$ cat src/logic/dcsp_pkg.sv
// Constants and carrier types for the configuration serial port
package dcsp_pkg;
   localparam int          INSTR_BITS  = 16;
   localparam int          BYTE_BITS   = 8;
   localparam logic [3:0]  INSTR_LAST  = 4'hf;
   localparam logic [2:0]  BYTE_LAST   = 3'h7;
   localparam logic [2:0]  NIBBLE_LAST = 3'h3;
   localparam int          DIR_BIT     = 15;

   localparam logic [14:0] IFCFG_ADDR    = 15'h0000;
   localparam logic [14:0] TUNE_ADDR_LO  = 15'h0100;
   localparam int          TUNE_BYTES    = 8;
   localparam logic [14:0] UPD_ADDR      = 15'h0110;
   localparam int          UPD_BIT       = 0;

   typedef struct packed {
      logic soft_reset;
      logic lsb_first;
      logic addr_inc;
      logic sdo_active;
   } dcsp_cfg_t;

   localparam dcsp_cfg_t CFG_RST = '{soft_reset: 1'b0, lsb_first: 1'b0,
                                     addr_inc: 1'b0, sdo_active: 1'b0};

   typedef struct packed {
      logic [14:0] addr;
      logic [7:0]  data;
      logic        we;
      logic        re;
   } dcsp_req_t;

   localparam dcsp_req_t REQ_RST = '{addr: 15'h0000, data: 8'h00, we: 1'b0, re: 1'b0};
endpackage : dcsp_pkg

$ cat src/logic/dcsp_port.sv
// Serial configuration port slave, oversampled by the system clock
`timescale 1ns/100ps
module dcsp_port #(
   parameter logic [14:0] TUNE_LO = dcsp_pkg::TUNE_ADDR_LO,
   parameter int          TUNE_N  = dcsp_pkg::TUNE_BYTES,
   parameter logic [14:0] UPD_A   = dcsp_pkg::UPD_ADDR,
   parameter int          UPD_B   = dcsp_pkg::UPD_BIT
) (
   input  wire logic                 mclk,
   input  wire logic                 rst_n,
   input  wire logic                 sclk,
   input  wire logic                 cs_n,
   input  wire logic                 sdio_i,
   output logic                      sdio_o,
   output logic                      sdio_oe,
   output logic                      dedicated_serial_out,
   output logic                      dedicated_serial_out_oe,
   output dcsp_pkg::dcsp_req_t       reg_req,
   input  wire logic [7:0]           reg_rdata,
   output dcsp_pkg::dcsp_cfg_t       cfg,
   output logic                      soft_reset_pulse,
   output logic [TUNE_N*8-1:0]       tuning_word,
   output logic                      tuning_word_load
);
   import dcsp_pkg::*;

   // Two stages per pin; stage 0 feeds only stage 1
   logic [1:0]          sclk_s_q, cs_s_q, sdio_s_q;
   logic                sclk_prev_q;
   logic                rise, fall;

   logic [15:0]         instr_q, instr_d;
   logic [7:0]          dat_q, dat_d;
   logic [7:0]          rd_q, rd_d;
   logic [3:0]          bcnt_q, bcnt_d;
   logic [2:0]          obit_q, obit_d;
   logic                data_q, data_d;
   logic                rw_q, rw_d;
   logic [14:0]         addr_q, addr_d;
   dcsp_cfg_t           cfg_q, cfg_d;
   dcsp_req_t           req_q, req_d;
   logic                soft_q, soft_d;
   logic                sdio_o_q, sdio_o_d, sdio_oe_q, sdio_oe_d;
   logic                sdo_q, sdo_d, sdo_oe_q, sdo_oe_d;
   logic [7:0]          shadow_q [TUNE_N];
   logic [7:0]          shadow_d [TUNE_N];
   logic [TUNE_N*8-1:0] tune_q, tune_d;
   logic                tload_q, tload_d;

   function automatic logic [14:0] step_addr(input logic [14:0] a, input logic up);
      step_addr = up ? a + 15'h0001 : a - 15'h0001;
   endfunction : step_addr

   function automatic logic in_tune(input logic [14:0] a);
      in_tune = (a >= TUNE_LO) && ({17'h00000, a} < {17'h00000, TUNE_LO} + TUNE_N);
   endfunction : in_tune

   // Read-back image of the interface setting register, halves mirrored
   function automatic logic [7:0] cfg_byte(input dcsp_cfg_t c);
      cfg_byte = {1'b0, c.lsb_first, c.addr_inc, c.sdo_active,
                  c.sdo_active, c.addr_inc, c.lsb_first, 1'b0};
   endfunction : cfg_byte

   assign rise = sclk_s_q[1] & ~sclk_prev_q;
   assign fall = ~sclk_s_q[1] & sclk_prev_q;

   always_ff @(posedge mclk or negedge rst_n) begin
      if (!rst_n) begin
         sclk_s_q    <= 2'h0;
         cs_s_q      <= 2'h3;
         sdio_s_q    <= 2'h0;
         sclk_prev_q <= 1'b0;
      end else begin
         sclk_s_q    <= {sclk_s_q[0], sclk};
         cs_s_q      <= {cs_s_q[0], cs_n};
         sdio_s_q    <= {sdio_s_q[0], sdio_i};
         sclk_prev_q <= sclk_s_q[1];
      end
   end

   always_comb begin
      logic [15:0] instr_n;
      logic [7:0]  byte_n;
      logic [3:0]  nib;
      logic [14:0] nxt_a;
      logic [14:0] tidx;
      logic        obit;
      instr_n = 16'h0000;
      byte_n  = 8'h00;
      nib     = 4'h0;
      nxt_a   = 15'h0000;
      tidx    = 15'h0000;
      obit    = 1'b0;
      instr_d   = instr_q;
      dat_d     = dat_q;
      rd_d      = rd_q;
      bcnt_d    = bcnt_q;
      obit_d    = obit_q;
      data_d    = data_q;
      rw_d      = rw_q;
      addr_d    = addr_q;
      cfg_d     = cfg_q;
      req_d     = req_q;
      req_d.we  = 1'b0;
      req_d.re  = 1'b0;
      soft_d    = 1'b0;
      sdio_o_d  = sdio_o_q;
      sdio_oe_d = sdio_oe_q;
      sdo_d     = sdo_q;
      sdo_oe_d  = sdo_oe_q;
      shadow_d  = shadow_q;
      tune_d    = tune_q;
      tload_d   = 1'b0;
      // LSB first fills from the top, so both orders land in the same bit places
      instr_n = cfg_q.lsb_first ? {sdio_s_q[1], instr_q[15:1]}
                                : {instr_q[14:0], sdio_s_q[1]};
      byte_n  = cfg_q.lsb_first ? {sdio_s_q[1], dat_q[7:1]}
                                : {dat_q[6:0], sdio_s_q[1]};
      nib     = cfg_q.lsb_first ? {byte_n[4], byte_n[5], byte_n[6], byte_n[7]}
                                : byte_n[3:0];
      nxt_a   = step_addr(addr_q, cfg_q.addr_inc);
      tidx    = addr_q - TUNE_LO;
      if (cs_s_q[1]) begin
         bcnt_d    = 4'h0;
         data_d    = 1'b0;
         obit_d    = 3'h0;
         sdio_oe_d = 1'b0;
         sdo_oe_d  = 1'b0;
      end else begin
         if (rise) begin
            if (!data_q) begin
               instr_d = instr_n;
               bcnt_d  = bcnt_q + 4'h1;
               if (bcnt_q == INSTR_LAST) begin
                  data_d = 1'b1;
                  bcnt_d = 4'h0;
                  obit_d = 3'h0;
                  rw_d   = instr_n[DIR_BIT];
                  addr_d = instr_n[14:0];
                  if (instr_n[DIR_BIT]) begin
                     req_d.re   = 1'b1;
                     req_d.addr = instr_n[14:0];
                  end
               end
            end else if (!rw_q) begin
               dat_d  = byte_n;
               bcnt_d = {1'b0, bcnt_q[2:0] + 3'h1};
               // First nibble received is soft reset, order, step, output enable
               if (addr_q == IFCFG_ADDR && bcnt_q[2:0] == NIBBLE_LAST) begin
                  if (nib[3]) begin
                     cfg_d  = CFG_RST;
                     soft_d = 1'b1;
                  end else begin
                     cfg_d.lsb_first  = nib[2];
                     cfg_d.addr_inc   = nib[1];
                     cfg_d.sdo_active = nib[0];
                  end
               end
               if (bcnt_q[2:0] == BYTE_LAST) begin
                  addr_d = nxt_a;
                  if (addr_q != IFCFG_ADDR) begin
                     if (in_tune(addr_q)) begin
                        shadow_d[tidx[$clog2(TUNE_N)-1:0]] = byte_n;
                     end else begin
                        req_d.we   = 1'b1;
                        req_d.addr = addr_q;
                        req_d.data = byte_n;
                        if (addr_q == UPD_A && byte_n[UPD_B]) begin
                           for (int i = 0; i < TUNE_N; i++) begin
                              tune_d[i*8 +: 8] = shadow_q[i];
                           end
                           tload_d = 1'b1;
                        end
                     end
                  end
               end
            end else begin
               bcnt_d = {1'b0, bcnt_q[2:0] + 3'h1};
               if (bcnt_q[2:0] == BYTE_LAST) begin
                  addr_d     = nxt_a;
                  req_d.re   = 1'b1;
                  req_d.addr = nxt_a;
               end
            end
         end
         if (fall && data_q && rw_q) begin
            obit   = cfg_q.lsb_first ? rd_q[obit_q] : rd_q[BYTE_LAST - obit_q];
            obit_d = obit_q + 3'h1;
            if (cfg_q.sdo_active) begin
               sdo_d    = obit;
               sdo_oe_d = 1'b1;
            end else begin
               sdio_o_d  = obit;
               sdio_oe_d = 1'b1;
            end
         end
      end
      // Fetched data is caught the cycle after the fetch request
      if (req_q.re) begin
         rd_d = (req_q.addr == IFCFG_ADDR) ? cfg_byte(cfg_q) : reg_rdata;
      end
   end

   always_ff @(posedge mclk or negedge rst_n) begin
      if (!rst_n) begin
         instr_q   <= 16'h0000;
         dat_q     <= 8'h00;
         rd_q      <= 8'h00;
         bcnt_q    <= 4'h0;
         obit_q    <= 3'h0;
         data_q    <= 1'b0;
         rw_q      <= 1'b0;
         addr_q    <= 15'h0000;
         cfg_q     <= CFG_RST;
         req_q     <= REQ_RST;
         soft_q    <= 1'b0;
         sdio_o_q  <= 1'b0;
         sdio_oe_q <= 1'b0;
         sdo_q     <= 1'b0;
         sdo_oe_q  <= 1'b0;
         tune_q    <= '0;
         tload_q   <= 1'b0;
         for (int i = 0; i < TUNE_N; i++) begin
            shadow_q[i] <= 8'h00;
         end
      end else begin
         instr_q   <= instr_d;
         dat_q     <= dat_d;
         rd_q      <= rd_d;
         bcnt_q    <= bcnt_d;
         obit_q    <= obit_d;
         data_q    <= data_d;
         rw_q      <= rw_d;
         addr_q    <= addr_d;
         cfg_q     <= cfg_d;
         req_q     <= req_d;
         soft_q    <= soft_d;
         sdio_o_q  <= sdio_o_d;
         sdio_oe_q <= sdio_oe_d;
         sdo_q     <= sdo_d;
         sdo_oe_q  <= sdo_oe_d;
         tune_q    <= tune_d;
         tload_q   <= tload_d;
         shadow_q  <= shadow_d;
      end
   end

   assign sdio_o                  = sdio_o_q;
   assign sdio_oe                 = sdio_oe_q;
   assign dedicated_serial_out    = sdo_q;
   assign dedicated_serial_out_oe = sdo_oe_q;
   assign reg_req                 = req_q;
   assign cfg                     = cfg_q;
   assign soft_reset_pulse        = soft_q;
   assign tuning_word             = tune_q;
   assign tuning_word_load        = tload_q;
endmodule : dcsp_port

$ cat config.mk
export PLATFORM = sky130hd
export DESIGN_NAME = dcsp_port
export DESIGN_NICKNAME = d
export VERILOG_FILES = /design/src/logic/dcsp_pkg.sv /design/src/logic/dcsp_port.sv
export SDC_FILE = /design/constraint.sdc
export NUM_CORES = 1
export LEC_CHECK = 0
export BUFFER_PORTS_ARGS = -buffer_cell sky130_fd_sc_hd__buf_4
export CAP_MARGIN = 30
export CORE_ASPECT_RATIO = 0.5
export CORE_MARGIN = 5
export CORE_UTILIZATION = 51
export DETAILED_ROUTE_END_ITERATION = 8
export PLACE_DENSITY = 0.71
export REMOVE_ABC_BUFFERS = 1
export SLEW_MARGIN = 20
export SYNTH_ARGS = -nofsm -noshare
export SYNTH_HDL_FRONTEND = slang
export SYNTH_SLANG_ARGS = --single-unit
$ cat constraint.sdc
create_clock -name mclk -period 3.45 [get_ports mclk]
set_input_delay 0.345 -clock mclk [delete_from_list [all_inputs] [get_ports mclk]]
set_output_delay 0.345 -clock mclk [all_outputs]
set_load 0.01 [all_outputs]
# Word level (Yosys, flattened, before mapping)
# Cells that the tools add are included.
# totals
out_inout_bits	99
word_cells	162
regBits	225
input_bits	13
# classes
n_reduce_logical	30
mux	66
eq_ne	9
bitwise_logic	10
add_sub_neg	7
n_lt_le_gt_ge	6
# ops
op	n
$mux W15	8
$mux W24	3
$bwmux W64	1
$mux W1	34
$logic_not A15 Y1	2
$demux W8 S3	1
$mux W8	3
$reduce_and A7 Y1	3
$mux W4	5
$mux W3	6
$mux W16	1
$add A15 B1 Y15 const B	1
$eq A15 B9 Y1 const B	1
$ge A15 B9 Y1 const B	1
$lt A15 B9 Y1 const B	1
$reduce_bool A15 Y1	1
$sub A15 B1 Y15 const B	1
$reduce_and A3 Y1	4
$reduce_and A4 Y1	3
$reduce_bool A2 Y1	5
$lt A3 B4 Y1 const B	2
$reduce_and A8 Y1	1
$not A1 Y1	7
$add A3 B1 Y3 const B	2
other kinds (21)	31

# Logic depth before layout (Yosys ltp)
# Gate-level depths: netlist of the first run.
# logic_depth
word_depth	10
mapped_depth	9
mapped_depth_nobuf	8

# Worst setup path after synthesis of the first run
# No wires, ideal clock.
# synth_path
path_type	register to register
startpoint	register cfg_q, in the netlist cfg[1]
endpoint	register req_q, in the netlist reg_req[18]
stages_incl_launch_ff	10
arrival_time_ps	2646
setup_time_ps	137
setup_slack_ps	667
t_required_ps	3313
path_buffers	1
period_less_slack_ps	2783
path_cell_list	dfrtp_1 -> inv_1 -> ha_1 -> clkbuf_1 -> and3_1 -> a221oi_1 -> o21ai_0 -> xor2_1 -> a221oi_1 -> a21oi_1
# synth_between
elab_chain_cells	4
# synth_lines
element	line_no	rtl
from (decl)	dcsp_port.sv:40	dcsp_cfg_t cfg_q, cfg_d;
from (signal assigned)	dcsp_port.sv:235	cfg_q <= cfg_d;
$mux W15	dcsp_port.sv:51	step_addr = up ? a + 15'h0001 : a - 15'h0001;
$mux W15	dcsp_port.sv:179	if (bcnt_q[2:0] == BYTE_LAST) begin
$mux W15	dcsp_port.sv:145	end else if (!rw_q) begin
$mux W15	dcsp_port.sv:131	if (!data_q) begin
to (signal assigned)	dcsp_port.sv:236	req_q <= req_d;
to (decl)	dcsp_port.sv:41	dcsp_req_t req_q, req_d;
# Every way passes these cells. The select of a mux whose other input is x is not followed.
# A chain may end at the register's enable or synchronous reset.

# Worst setup path in the final report of the first run
# layout_path
startpoint	register cfg_q, in the netlist cfg[1]
endpoint	register addr_q[12]
# layout_between
elab_chain_cells	3
# layout_lines
element	line_no	rtl
$mux W15	dcsp_port.sv:51	
$mux W15	dcsp_port.sv:159, dcsp_port.sv:179	
$mux W15	dcsp_port.sv:131	
to (signal assigned)	dcsp_port.sv:234	addr_q <= addr_d;
to (decl)	dcsp_port.sv:39	logic [14:0] addr_q, addr_d;
# Every way passes these cells. The select of a mux whose other input is x is not followed.

==> results.md, run 1 <==
- Clk buf depth: 3
- Largest net degree at the start of global routing: 84
- TritonCTS buffer count: 21
- Max FO, Critical Path: 16
- Clock Tree Root: clkbuf_16
- Leakage: just under 6 nW
- Diode count: 0
- WS Path Type: flop to flop
- Die width: about 210 µm
- Via count: around 7.8k
- Num ports: 112
- Fill cells: approximately 1.6k
- First-pass GRT wire length: about 42 mm
- Critical path capture point type: flop
- Worst VDD drop: 0.276 mV
- Syn_area_per_cell: 9.93 µm²
- Main synth FF type: dfrtp_1
- Sw frac: about 23%
- Clock sinks: about 230
- DRT iter0 DRCs: 522
- Final hold violations: 0
- Core Region: 19600 µm²
- Synth top cells by count: 265 x nand2_1, 223 x dfrtp_1, 77 x a21oi_1, 77 x nor2_1, 64 x o21ai_0
- Area Growth Syn to Fin: 17.7%
- Initial Util: a little over half
- Hpwl dp: ~17 mm
- Final core utilization: 61.6%
- Final std cells w/o fill: 1407
- Async set or reset register ratio after synthesis: 100%
- Pwr/cell area: 445 nW/µm²
- Gr usage total: roughly 22%
- Syn Inst Count: around 1.0k
- Worst-Margin Slew: around 740 ps
- Worst path arrival time: roughly 3300 ps
- Sequential share of the synthesized area: 55.0%
- Post-CTS Setup Repair Bufs: 0
- FF+latch area: about 5600 µm²
- Hold Crit Start: reg_rdata[7]
- Startpoint types: flop
- RSZ-0062 raised after global routing: false
- Maxcap violations: 0
- Fin crit share: a little over four fifths
- Port-buffer cells: 110
- Min-Delay Path Class: input port to flop
- Die area: approximately 23000 µm²
- Global route overflow: 0
- TNS Setup: 0 ps
- Num rows: 36
- Antenna Violating Nets Remaining: 0
- Final Critical Period: between 2000 and 3000 ps
- Fin. max-slew vios: 0
- Total power draw: approximately 5.4 mW
- Worst Path Required: approximately 3900 ps
- Initial DRT Pass Iterations: 5
- Number of synthesized flops with an enable pin: 0
- Fmax: ~0.34 GHz
- CTS tree: yes
- Fin area: 12100 µm²
- Status: complete, no violations
- Clock Latency Late Sink: roughly 500 ps
- Yosys Warn Count: 0
- Combinational share of power: around 5.0%
- Cts hold-fix bufs: 4
- DP Cell Count: roughly 1.4k
- GPL Wtd Cong: approximately 0.82
- #FFs+latches synth: between 200 and 250
- Yosys top cell area share: between 50% and 60%
- Area of the multi-input gates: approximately 4400 µm²
- Sw power: 1.23 mW
- Vias in the first global route: 7821
- Synth top area cells: dfrtp_1 54%, nand2_1 9.7%, mux2_2 6.2%
- Largest area contributor in the netlist: dfrtp_1
- Initial antenna violation count: 0
- Area after DPL: approximately 11000 µm²
- WL per Instance: 17.7 µm
- DR vias/cell: ~5.6
- Clk pwr share: 43.8%
- Reg power frac: around half
- Synth cell types: a little over 60
- Final layout net count: 1158
- Cell with the most instances after synthesis: nand2_1
- CTS H-tree lvls: 1
- Clock transition at path regs: about 70 ps
- Post-synthesis instance area: 10200 µm²
- Slew headroom: 50.1%
- Final hold slack: about 62 ps
- Final WS setup: 538 ps
- Worst r2r src: cfg[1]
- Worst Skew: 10.0 ps
- Int Pwr: about 4.1 mW
- Setup-failing EPs final: 0
- Die Ht: roughly 110 µm
- Residual DRC: 0
- CTS resizes: 0
- DRT Wirelength: between 20 and 25 mm
- Pre-CTS setup slack: roughly 570 ps
- Layout cells sized above 1: 20.3%
- CP Launch Point: cfg[1]
power by group through the flow:
stage	combinational (mW)	sequential (mW)	clock, mW
3_5_place_dp	0.268	2.79	0
2_1_floorplan	0.153	2.78	0
5_1_grt	0.311	2.75	2.52
3_3_place_gp	0.260	2.79	0
6_report	0.268	2.74	2.35
4_1_cts	0.273	2.74	2.40
worst paths after layout:
check                           depth (start not counted)  slack (ps)              end
worst min-delay path                                    3          60          rd_q[7]
worst min register to register                          0         360      sclk_s_q[1]
worst max register to register                          8         540       addr_q[12]
worst max-delay path                                    8         540       addr_q[12]
min in group asynchronous                               2         380          rd_q[0]
max in group asynchronous                               4        1970  tuning_word[18]
layout make-up:
class,count,share of cell area (%)
multi-input combinational,744,36.2
clock buffer,26,4.76
tap,266,2.76
clock inverter,11,0.975
sequential,225,46.7
inverter,7,0.218
timing repair buffer,128,8.40
flip-flops by register name, summed over array words and instances, names as in the netlist, 2 cells and up:
name,cells
instr_q,16
dat_q,8
tuning_word,64
bcnt_q,4
obit_q,3
reg_req,25
shadow_q,64
cfg,3
sdio_s_q,2
addr_q,15
cs_s_q,2
sclk_s_q,2
rd_q,8
critical path: stages (launching register included):
cell and delay [ps]:
dfrtp_1 420, inv_1 500, ha_1 410, a21o_1 220, a221o_1 420, a221oi_1 440, xnor2_1 180, a21oi_1 90
o21ai_0 150
logic make-up (layout without fill, tap and decap cells):
kind of cell,count (synthesis),count (layout),share of synthesized area (%)
adders and majority gates,18,18,2.27
xor gates and xnor gates,12,12,1.03
other,1,1,0.0366
buffers and inverters,63,172,2.59
and+or+nand+nor,431,431,18.3
AOI/OAI and AO/OA,193,193,10.8
DFF,225,225,55.0
muxes,89,89,10.0
layer usage:
metal | global-route usage (%) | share of wire, % | vias up
met5 | 0 | 0 | -
met4 | 4.85 | 1.9 | 0
met3 | 3.11 | 4.4 | 35
met2 | 36.4 | 46 | 170
met1 | 31.8 | 47 | 3906
li1 | - | - | 3729
layout by cell type, fill, tap and decap left out, types with 4 or more instances in the layout:
cell           netlist  routed
nand2_1            265     265
dfrtp_1            223     222
buf_4                4     119
nor2_1              77      77
a21oi_1             77      77
o21ai_0             64      64
mux2_2              56      56
mux2i_1             26      26
clkbuf_16            0      21
ha_1                17      17
nand3_1             15      15
nor3_1              11      11
a221oi_1            11      11
xnor2_1              9       9
nor2b_1              8       8
a31oi_1              8       8
inv_1                7       7
nand4_1              7       7
and3_1               7       7
nand2b_1             6       6
and2_1               5       5
nor4_1               6       5
a21o_1               5       5
mux4_2               5       5
clkinv_2             0       5
o21a_1               4       4
a211oi_1             5       4
dlygate4sd3_1        0       4
Power figures use the tool's default switching activity.
==> inputs of run 2 (changes only) <==
--- a/config.mk
+++ b/config.mk
@@ -5,6 +5,7 @@
 export SDC_FILE = /design/constraint.sdc
 export NUM_CORES = 1
 export LEC_CHECK = 0
+export ABC_AREA = 1
 export BUFFER_PORTS_ARGS = -buffer_cell sky130_fd_sc_hd__buf_4
 export CAP_MARGIN = 30
 export CORE_ASPECT_RATIO = 0.5
==> constraint.sdc (replaced) <==
create_clock -name mclk -period 2.8 [get_ports mclk]
set_input_delay 0.28 -clock mclk [delete_from_list [all_inputs] [get_ports mclk]]
set_output_delay 0.28 -clock mclk [all_outputs]
set_load 0.01 [all_outputs]
==> run 2 against run 1 <==
Global-route usage increased by 0.98 points. Sequential share of layout area decreased by 1.4 points. Sequential power increased by 21%. Critical path depth increased by 2. Non-clock buffer count increased by 13. Final area increased by 3.1%. Critical endpoint is now reg_req[15]. Largest cell class unchanged.
==> results.md, run 2 <==
- Port-buffer cells: 110 (unchanged)
- Setup-failing EPs final: 0 (unchanged)
- WL per Instance: 16.3 µm (-7.9%)
- CP cell instances: nor2_1 > nand2_1 > nor2_1 > nand2_1 > nand2_1 > nand2_1 > nand2_1 > clkinv_1 > o21ai_0 > nand2_1
- Worst Path Required: 3200 ps (-670 ps)
- Synth top cells by count: 391 x nand2_1, 223 x dfrtp_1, 129 x o21ai_0
- Total power draw: 6.44 mW (+20%)
- Sequential share of the synthesized area: 53.5% (-1.4 points)
- Pre-CTS setup slack: 530 ps (-40.1 ps)
- Initial Util: 51.5% (-0.77 points)
- Post-CTS Setup Repair Bufs: 0 (unchanged)
- TNS Setup: 0 ps (unchanged)
- Number of synthesized flops with an enable pin: 0 (unchanged)
- CTS H-tree lvls: 1 (unchanged)
- Gr usage total: 23.1% (+0.98 points)
- Critical path capture point type: flop
- Fin crit share: 82.2% (-2.2 points)
- Fin. max-slew vios: 0 (unchanged)
- Clock Tree Root: clkbuf_16
- Commonest cells after routing, fill and taps aside: 391 x nand2_1, 223 x dfrtp_1, 131 x buf_4
- Num rows: 37 (+2.8%)
- Status: complete, no violations
- Commonest non-fill, non-tap cell in the layout: nand2_1
- TritonCTS buffer count: 22 (+4.8%)
- Fmax: 0.435 GHz (+27%)
- Yosys Warn Count: 0 (unchanged)
- GPL Wtd Cong: 0.891 (+8.3%)
- Reg-to-reg slack, setup: 500 ps (-40 ps)
- Largest area contributor in the netlist: dfrtp_1
- Initial antenna violation count: 0 (unchanged)
- Cell with the most instances after synthesis: nand2_1
- Final Critical Period: 2300 ps (-611 ps)
- Crit-path max cell delay: 510 ps (about the same)
- Hpwl dp: 18.3 mm (+5.7%)
- Worst Skew: 11.1 ps (+1.13 ps)
- Syn_area_per_cell: 8.19 µm² (-18%)
- Final layout net count: 1418 (+22%)
- DR vias/cell: 5.39 (-3.3%)
- Residual DRC: 0 (unchanged)
- Core Region: 20400 µm² (+4.2%)
- Via count: 9013 (+15%)
- CTS tree: yes
- Final WS setup: 500 ps (-38.7 ps)
- Antenna Violating Nets Remaining: 0 (unchanged)
- First-pass GRT wire length: 45.4 mm (+8.7%)
- Area Growth Syn to Fin: 18.2%
- Worst path arrival time: 2700 ps (-630 ps)
- Final core utilization: 60.9% (-0.63 points)
- Die width: 213 µm (+1.3%)
- Largest net degree at the start of global routing: 82 (-2.4%)
- Die Ht: 112 µm (+1.2%)
- Initial DRT Pass Iterations: 5 (unchanged)
- Synth cell types: 35 (-43%)
- Worst-Margin Slew: 689 ps (-48.4 ps)
- Crit-path slowest cell: clkinv_1
- Startpoint types: flop
- DRT Wirelength: 27.3 mm (+9.5%)
- Clock sinks: 225 (unchanged)
- Clock transition at path regs: 70 ps (about the same)
- Yosys top cell area share: 53.0% (-1.4 points)
- Slew headroom: 54.0% (+3.9 points)
- Num ports: 112 (unchanged)
- Leakage: 6.51 nW (+9.3%)
- WS Path Type: flop to flop
- Post-synthesis instance area: 10500 µm² (+2.7%)
- Pwr/cell area: 517 nW/µm² (+16%)
- Most used cell, CP: nand2_1
- RSZ-0062 raised after global routing: false
- Synth top area cells: dfrtp_1 53%, nand2_1 14%, o21ai_0 6.1%
- Worst VDD drop: 0.310 mV (+12%)
- Global route overflow: 0 (unchanged)
- Max FO, Critical Path: 18 (+2)
- Clk buf depth: 3 (unchanged)
- #FFs+latches synth: 225 (unchanged)
- Clock Latency Late Sink: 510 ps (about the same)
- Async set or reset register ratio after synthesis: 100% (unchanged)
- Maxcap violations: 0 (unchanged)
- CTS resizes: 0 (unchanged)
- Min-Delay Path Class: input port to flop
- Die area: 23800 µm² (+2.5%)
- Vias in the first global route: 8730 (+12%)
- Layout cells sized above 1: 13.4% (-6.9 points)
- DRT iter0 DRCs: 784 (+50%)
- Final hold violations: 0 (unchanged)
- Syn Inst Count: 1285 (+25%)
- Diode count: 0 (unchanged)
- Main synth FF type: dfrtp_1
run 2: cell count changes in the layout (fill, tap and decap cells not counted), sizes merged, moves of 21 or more:
cell and change:
inv +102, nor2 +33, nand3 +47, a21oi -42, nand2 +126, nand4 +71, mux2i -21, o21ai +63
mux2 -58
run 2: cell type report:
type | instances | area (µm²)
clock buffers | 30 | 641
clock inverters | 7 | 56.3
fillers | 1843 | 7980
inverters | 114 | 428
multi-input cells | 883 | 4210
flip-flops and latches | 225 | 5630
well taps | 273 | 342
repair buffers | 141 | 1130
run 2: logic make-up (layout without fill, tap and decap cells):
family | count (synthesis) | in the layout | share of synthesized area, %
AOI/OAI and AO/OA | 194 | 194 | 9.76
xor gates and xnor gates | 5 | 5 | 0.416
adders and majority gates | 18 | 18 | 2.21
buffers and inverters | 177 | 292 | 6.56
DFF | 225 | 225 | 53.5
muxes | 5 | 5 | 0.476
other | 1 | 1 | 0.0356
and+or+nand+nor | 660 | 660 | 27.0
run 2: per-stage QoR:
stage | hold slack [ps] | area [µm²] | cells
6_report | 11.3 | 12400 | 1673
3_3_place_gp | 251 | 11700 | 1631
4_1_cts | 2.35 | 12400 | 1673
2_1_floorplan | -15.6 | 10300 | 1222
3_5_place_dp | 252 | 11700 | 1631
5_1_grt | 27.6 | 12400 | 1673
run 2: timing repair:
| item | CTS | global route |
|---|---|---|
| hold buffers | 5 | 0 |
| setup endpoints to repair | 0 | 0 |
| hold endpoints to repair | 61 | 0 |
run 2: layer usage:
| layer | GRT usage [%] | share of wire (%) | wire (µm) | vias up |
|---|---|---|---|---|
| met5 | 0 | 0 | 0 | - |
| met1 | 33.8 | 46 | 12700 | 4324 |
| met4 | 4.53 | 2.0 | 533 | 0 |
| met3 | 3.52 | 5.5 | 1510 | 43 |
| li1 | - | - | - | 4406 |
| met2 | 37.1 | 46 | 12600 | 240 |
run 2: report_power, final:
group / total [mW] / switching, mW / internal (mW) / leakage [nW]
registers: 3.31 / 0.0257 / 3.29 / 3.08
clock network: 2.89 / 1.28 / 1.61 / 0.349
logic: 0.232 / 0.166 / 0.0661 / 3.08
run 2: worst paths after layout:
kind / from / to / depth (start not counted)
worst min-delay path: reg_rdata[0] / rd_q[0] / 3
min in group asynchronous: rst_n / rd_q[7] / 2
worst min register to register: cs_s_q[0] / cs_s_q[1] / 0
worst max-delay path: addr_q[1] / reg_req[15] / 10
max in group asynchronous: rst_n / addr_q[9] / 3
worst max register to register: addr_q[1] / reg_req[15] / 10
run 2: worst max-delay path: cells and delay by family (launching register included):
family / cells / cell delay, ps
and+or+nand+nor: 8 / 950
DFF: 1 / 460
buffers and inverters: 1 / 510
AOI/OAI and AO/OA: 1 / 270
==> inputs of run 3 (changes only) <==
--- a/config.mk
+++ b/config.mk
@@ -12,7 +12,7 @@
 export CORE_MARGIN = 5
 export CORE_UTILIZATION = 51
 export DETAILED_ROUTE_END_ITERATION = 8
-export PLACE_DENSITY = 0.71
+export PLACE_DENSITY = 0.73
 export REMOVE_ABC_BUFFERS = 1
 export SLEW_MARGIN = 20
 export SYNTH_ARGS = -nofsm -noshare
==> constraint.sdc (replaced) <==
create_clock -name mclk -period 2 [get_ports mclk]
set_input_delay 0.2 -clock mclk [delete_from_list [all_inputs] [get_ports mclk]]
set_output_delay 0.2 -clock mclk [all_outputs]
set_load 0.01 [all_outputs]
==> run 3 against run 2 <==
The run now ends with negative setup slack left. Non-clock buffer count grew 47. Combinational power grew 52%. Worst hold slack gained 170 ps. Final cell count grew 2.6%. Count of clock-buffer cells in the layout shrank 6. Global-route usage grew 0.25 points. Flip-flop and latch count is the same. Critical path type unchanged. Critical endpoint is now addr_q[13].
==> results.md, run 3 (same netlist as run 2, synthesis figures left out) <==
- Die width: 213 µm (unchanged)
- Total power draw: 8.96 mW (+39%)
- DRT iter0 DRCs: 850 (+8.4%)
- Die area: 23800 µm² (unchanged)
- Area after DPL: 12000 µm² (+2.5%)
- Slew headroom: 65.5% (+11 points)
- Diode count: 0 (unchanged)
- CTS H-tree lvls: 1 (unchanged)
- Fmax: 0.498 GHz (+15%)
- Sw frac: 22.7% (-0.23 points)
- Combinational share of power: 3.9% (+0.3 points)
- Layout cells sized above 1: 21.3% (+7.9 points)
- Worst Skew: 18.5 ps (+7.33 ps)
- RSZ-0062 raised after global routing: true
- Clock Tree Root: clkbuf_16
- DR vias/cell: 5.47 (+1.6%)
- WL per Instance: 16.8 µm (+3.2%)
- DRT Wirelength: 28.9 mm (+5.9%)
- Maxcap violations: 0 (unchanged)
- Leakage: 6.78 nW (+4.2%)
- Fin crit share: 100% (+18 points)
- Final hold violations: 0 (unchanged)
- Clock sinks: 225 (unchanged)
- Initial antenna violation count: 0 (unchanged)
- Final layout net count: 1464 (+3.2%)
- Worst Path Required: 2450 ps (-750 ps)
- Antenna Violating Nets Remaining: 0 (unchanged)
- Clk buf depth: 3 (unchanged)
- Setup-failing EPs final: 1 (+1)
- Clock Latency Late Sink: 520 ps (about the same)
- Residual DRC: 0 (unchanged)
- Final std cells w/o fill: 1716 (+2.6%)
- Initial Util: 51.5% (unchanged)
- Num rows: 37 (unchanged)
- Worst VDD drop: 0.600 mV (+93%)
- Vias in the first global route: 8922 (+2.2%)
- Core Region: 20400 µm² (unchanged)
- Clk pwr share: 44.4% (-0.5 points)
- Status: complete, but fails checks
- DP Cell Count: 1661 (+1.8%)
- Pwr/cell area: 675 nW/µm² (+31%)
- Worst-Margin Slew: 517 ps (-172 ps)
- Final WS setup: -6.67 ps (-506 ps)
- Global route overflow: 0 (unchanged)
- GPL Wtd Cong: 0.889 (-0.20%)
- Sw power: 2.03 mW (+38%)
- Largest net degree at the start of global routing: 82 (unchanged)
- Num ports: 112 (unchanged)
- Commonest non-fill, non-tap cell in the layout: nand2_1
- Min-Delay Path Class: input port to asynchronous set/reset pin
- Gr usage total: 23.3% (+0.25 points)
- Area Growth Syn to Fin: 26.1%
- Via count: 9390 (+4.2%)
- Max FO, Critical Path: 7 (-11)
- Initial DRT Pass Iterations: 5 (unchanged)
- First-pass GRT wire length: 45.9 mm (+1.2%)
- Startpoint types: flop
- Reg power frac: 51.7% (+0.2 points)
- Fin area: 13300 µm² (+6.7%)
- Failing checks: negative setup slack
- CTS tree: yes
- Clock transition at path regs: 70 ps (about the same)
- Worst path arrival time: 2460 ps (-240 ps)
- Die Ht: 112 µm (unchanged)
- Port-buffer cells: 110 (unchanged)
- Fin. max-slew vios: 0 (unchanged)
- Hpwl dp: 18.8 mm (+2.8%)
- TNS Setup: -6.67 ps (-6.67 ps)
- WS Path Type: flop to flop
- Commonest cells after routing, fill and taps aside: 366 x nand2_1, 221 x dfrtp_1, 163 x buf_4
- Int Pwr: 6.93 mW (+40%)
- Critical path capture point type: flop
- Final Critical Period: 2010 ps (-294 ps)
- TritonCTS buffer count: 21 (-4.5%)
run 3: cell count changes in the layout (fill, tap and decap cells not counted), sizes merged:
cell / change
clkinv: +1
bufinv: +2
buf: +38
clkbuf: -4
inv: -1
dlygate4sd3: +7
run 3: worst paths after layout:
kind | cells after the start | slack, ps | endpoint | start
hold / removal | 2 | 190 | rd_q[7] | rst_n
max in group asynchronous | 3 | 1130 | tuning_word[46] | rst_n
setup reg to reg | 12 | -7 | addr_q[13] | cfg[1]
setup / recovery | 12 | -7 | addr_q[13] | cfg[1]
hold reg to reg | 0 | 350 | sdio_s_q[1] | sdio_s_q[0]
min in group mclk | 2 | 330 | sdio_s_q[0] | sdio_i
run 3: layout make-up:
type / instances / area (µm²)
clock buffer: 24 / 547
clock inverter: 9 / 106
fill: 1701 / 7140
inverter: 114 / 433
multi-input combinational: 883 / 4610
sequential: 225 / 5640
tap: 273 / 342
timing repair buffer: 188 / 1600
run 3: worst max-delay path: stages, from the launching register on:
cell and delay (ps):
dfrtp_1 430, clkinv_4 170, clkbuf_16 210, ha_4 260
nand2_1 100, inv_1 60, nand2_1 80, nand2_2 70
a21oi_2 180, nand2_1 60, nand2_1 80, nand3_2 70
a21oi_2 160
run 3: per-layer routing:
| metal | track usage (%) | wire, µm | share of wire [%] |
|---|---|---|---|
| met3 | 3.58 | 1520 | 5.3 |
| met5 | 0 | 0 | 0 |
| met2 | 37.6 | 13700 | 47 |
| met4 | 4.95 | 433 | 1.5 |
| met1 | 33.9 | 13200 | 46 |
run 3: power by group through the flow:
| stage | Clock [mW] | Sequential (mW) | Combinational (mW) |
|---|---|---|---|
| floorplan | 0 | 4.71 | 0.138 |
| finish | 3.98 | 4.63 | 0.352 |
| global route | 4.26 | 4.64 | 0.402 |
| global placement | 0 | 4.72 | 0.324 |
| detailed placement | 0 | 4.72 | 0.331 |
| CTS | 4.05 | 4.63 | 0.353 |
run 3: through the flow:
step                      worst slack [ps]  hold WS, ps  utilization (%)
after floorplan                      -6280        -95.6                -
after global placement               -49.3          148             58.7
after detailed placement             -94.8          154             58.7
after CTS                             1.97          195             62.5
after global routing                 -93.5          233             65.0
final                                -6.67          186             65.0
run 3: repair_timing:
item                                    in CTS  in global routing
hold buffers                                12                  0
resized for setup                            5                100
endpoints found under the hold margin       80                  0
buffers inserted                             0                  8
pin swaps                                    1                 27
cloned                                       0                  2
endpoints found under the setup margin      49                160
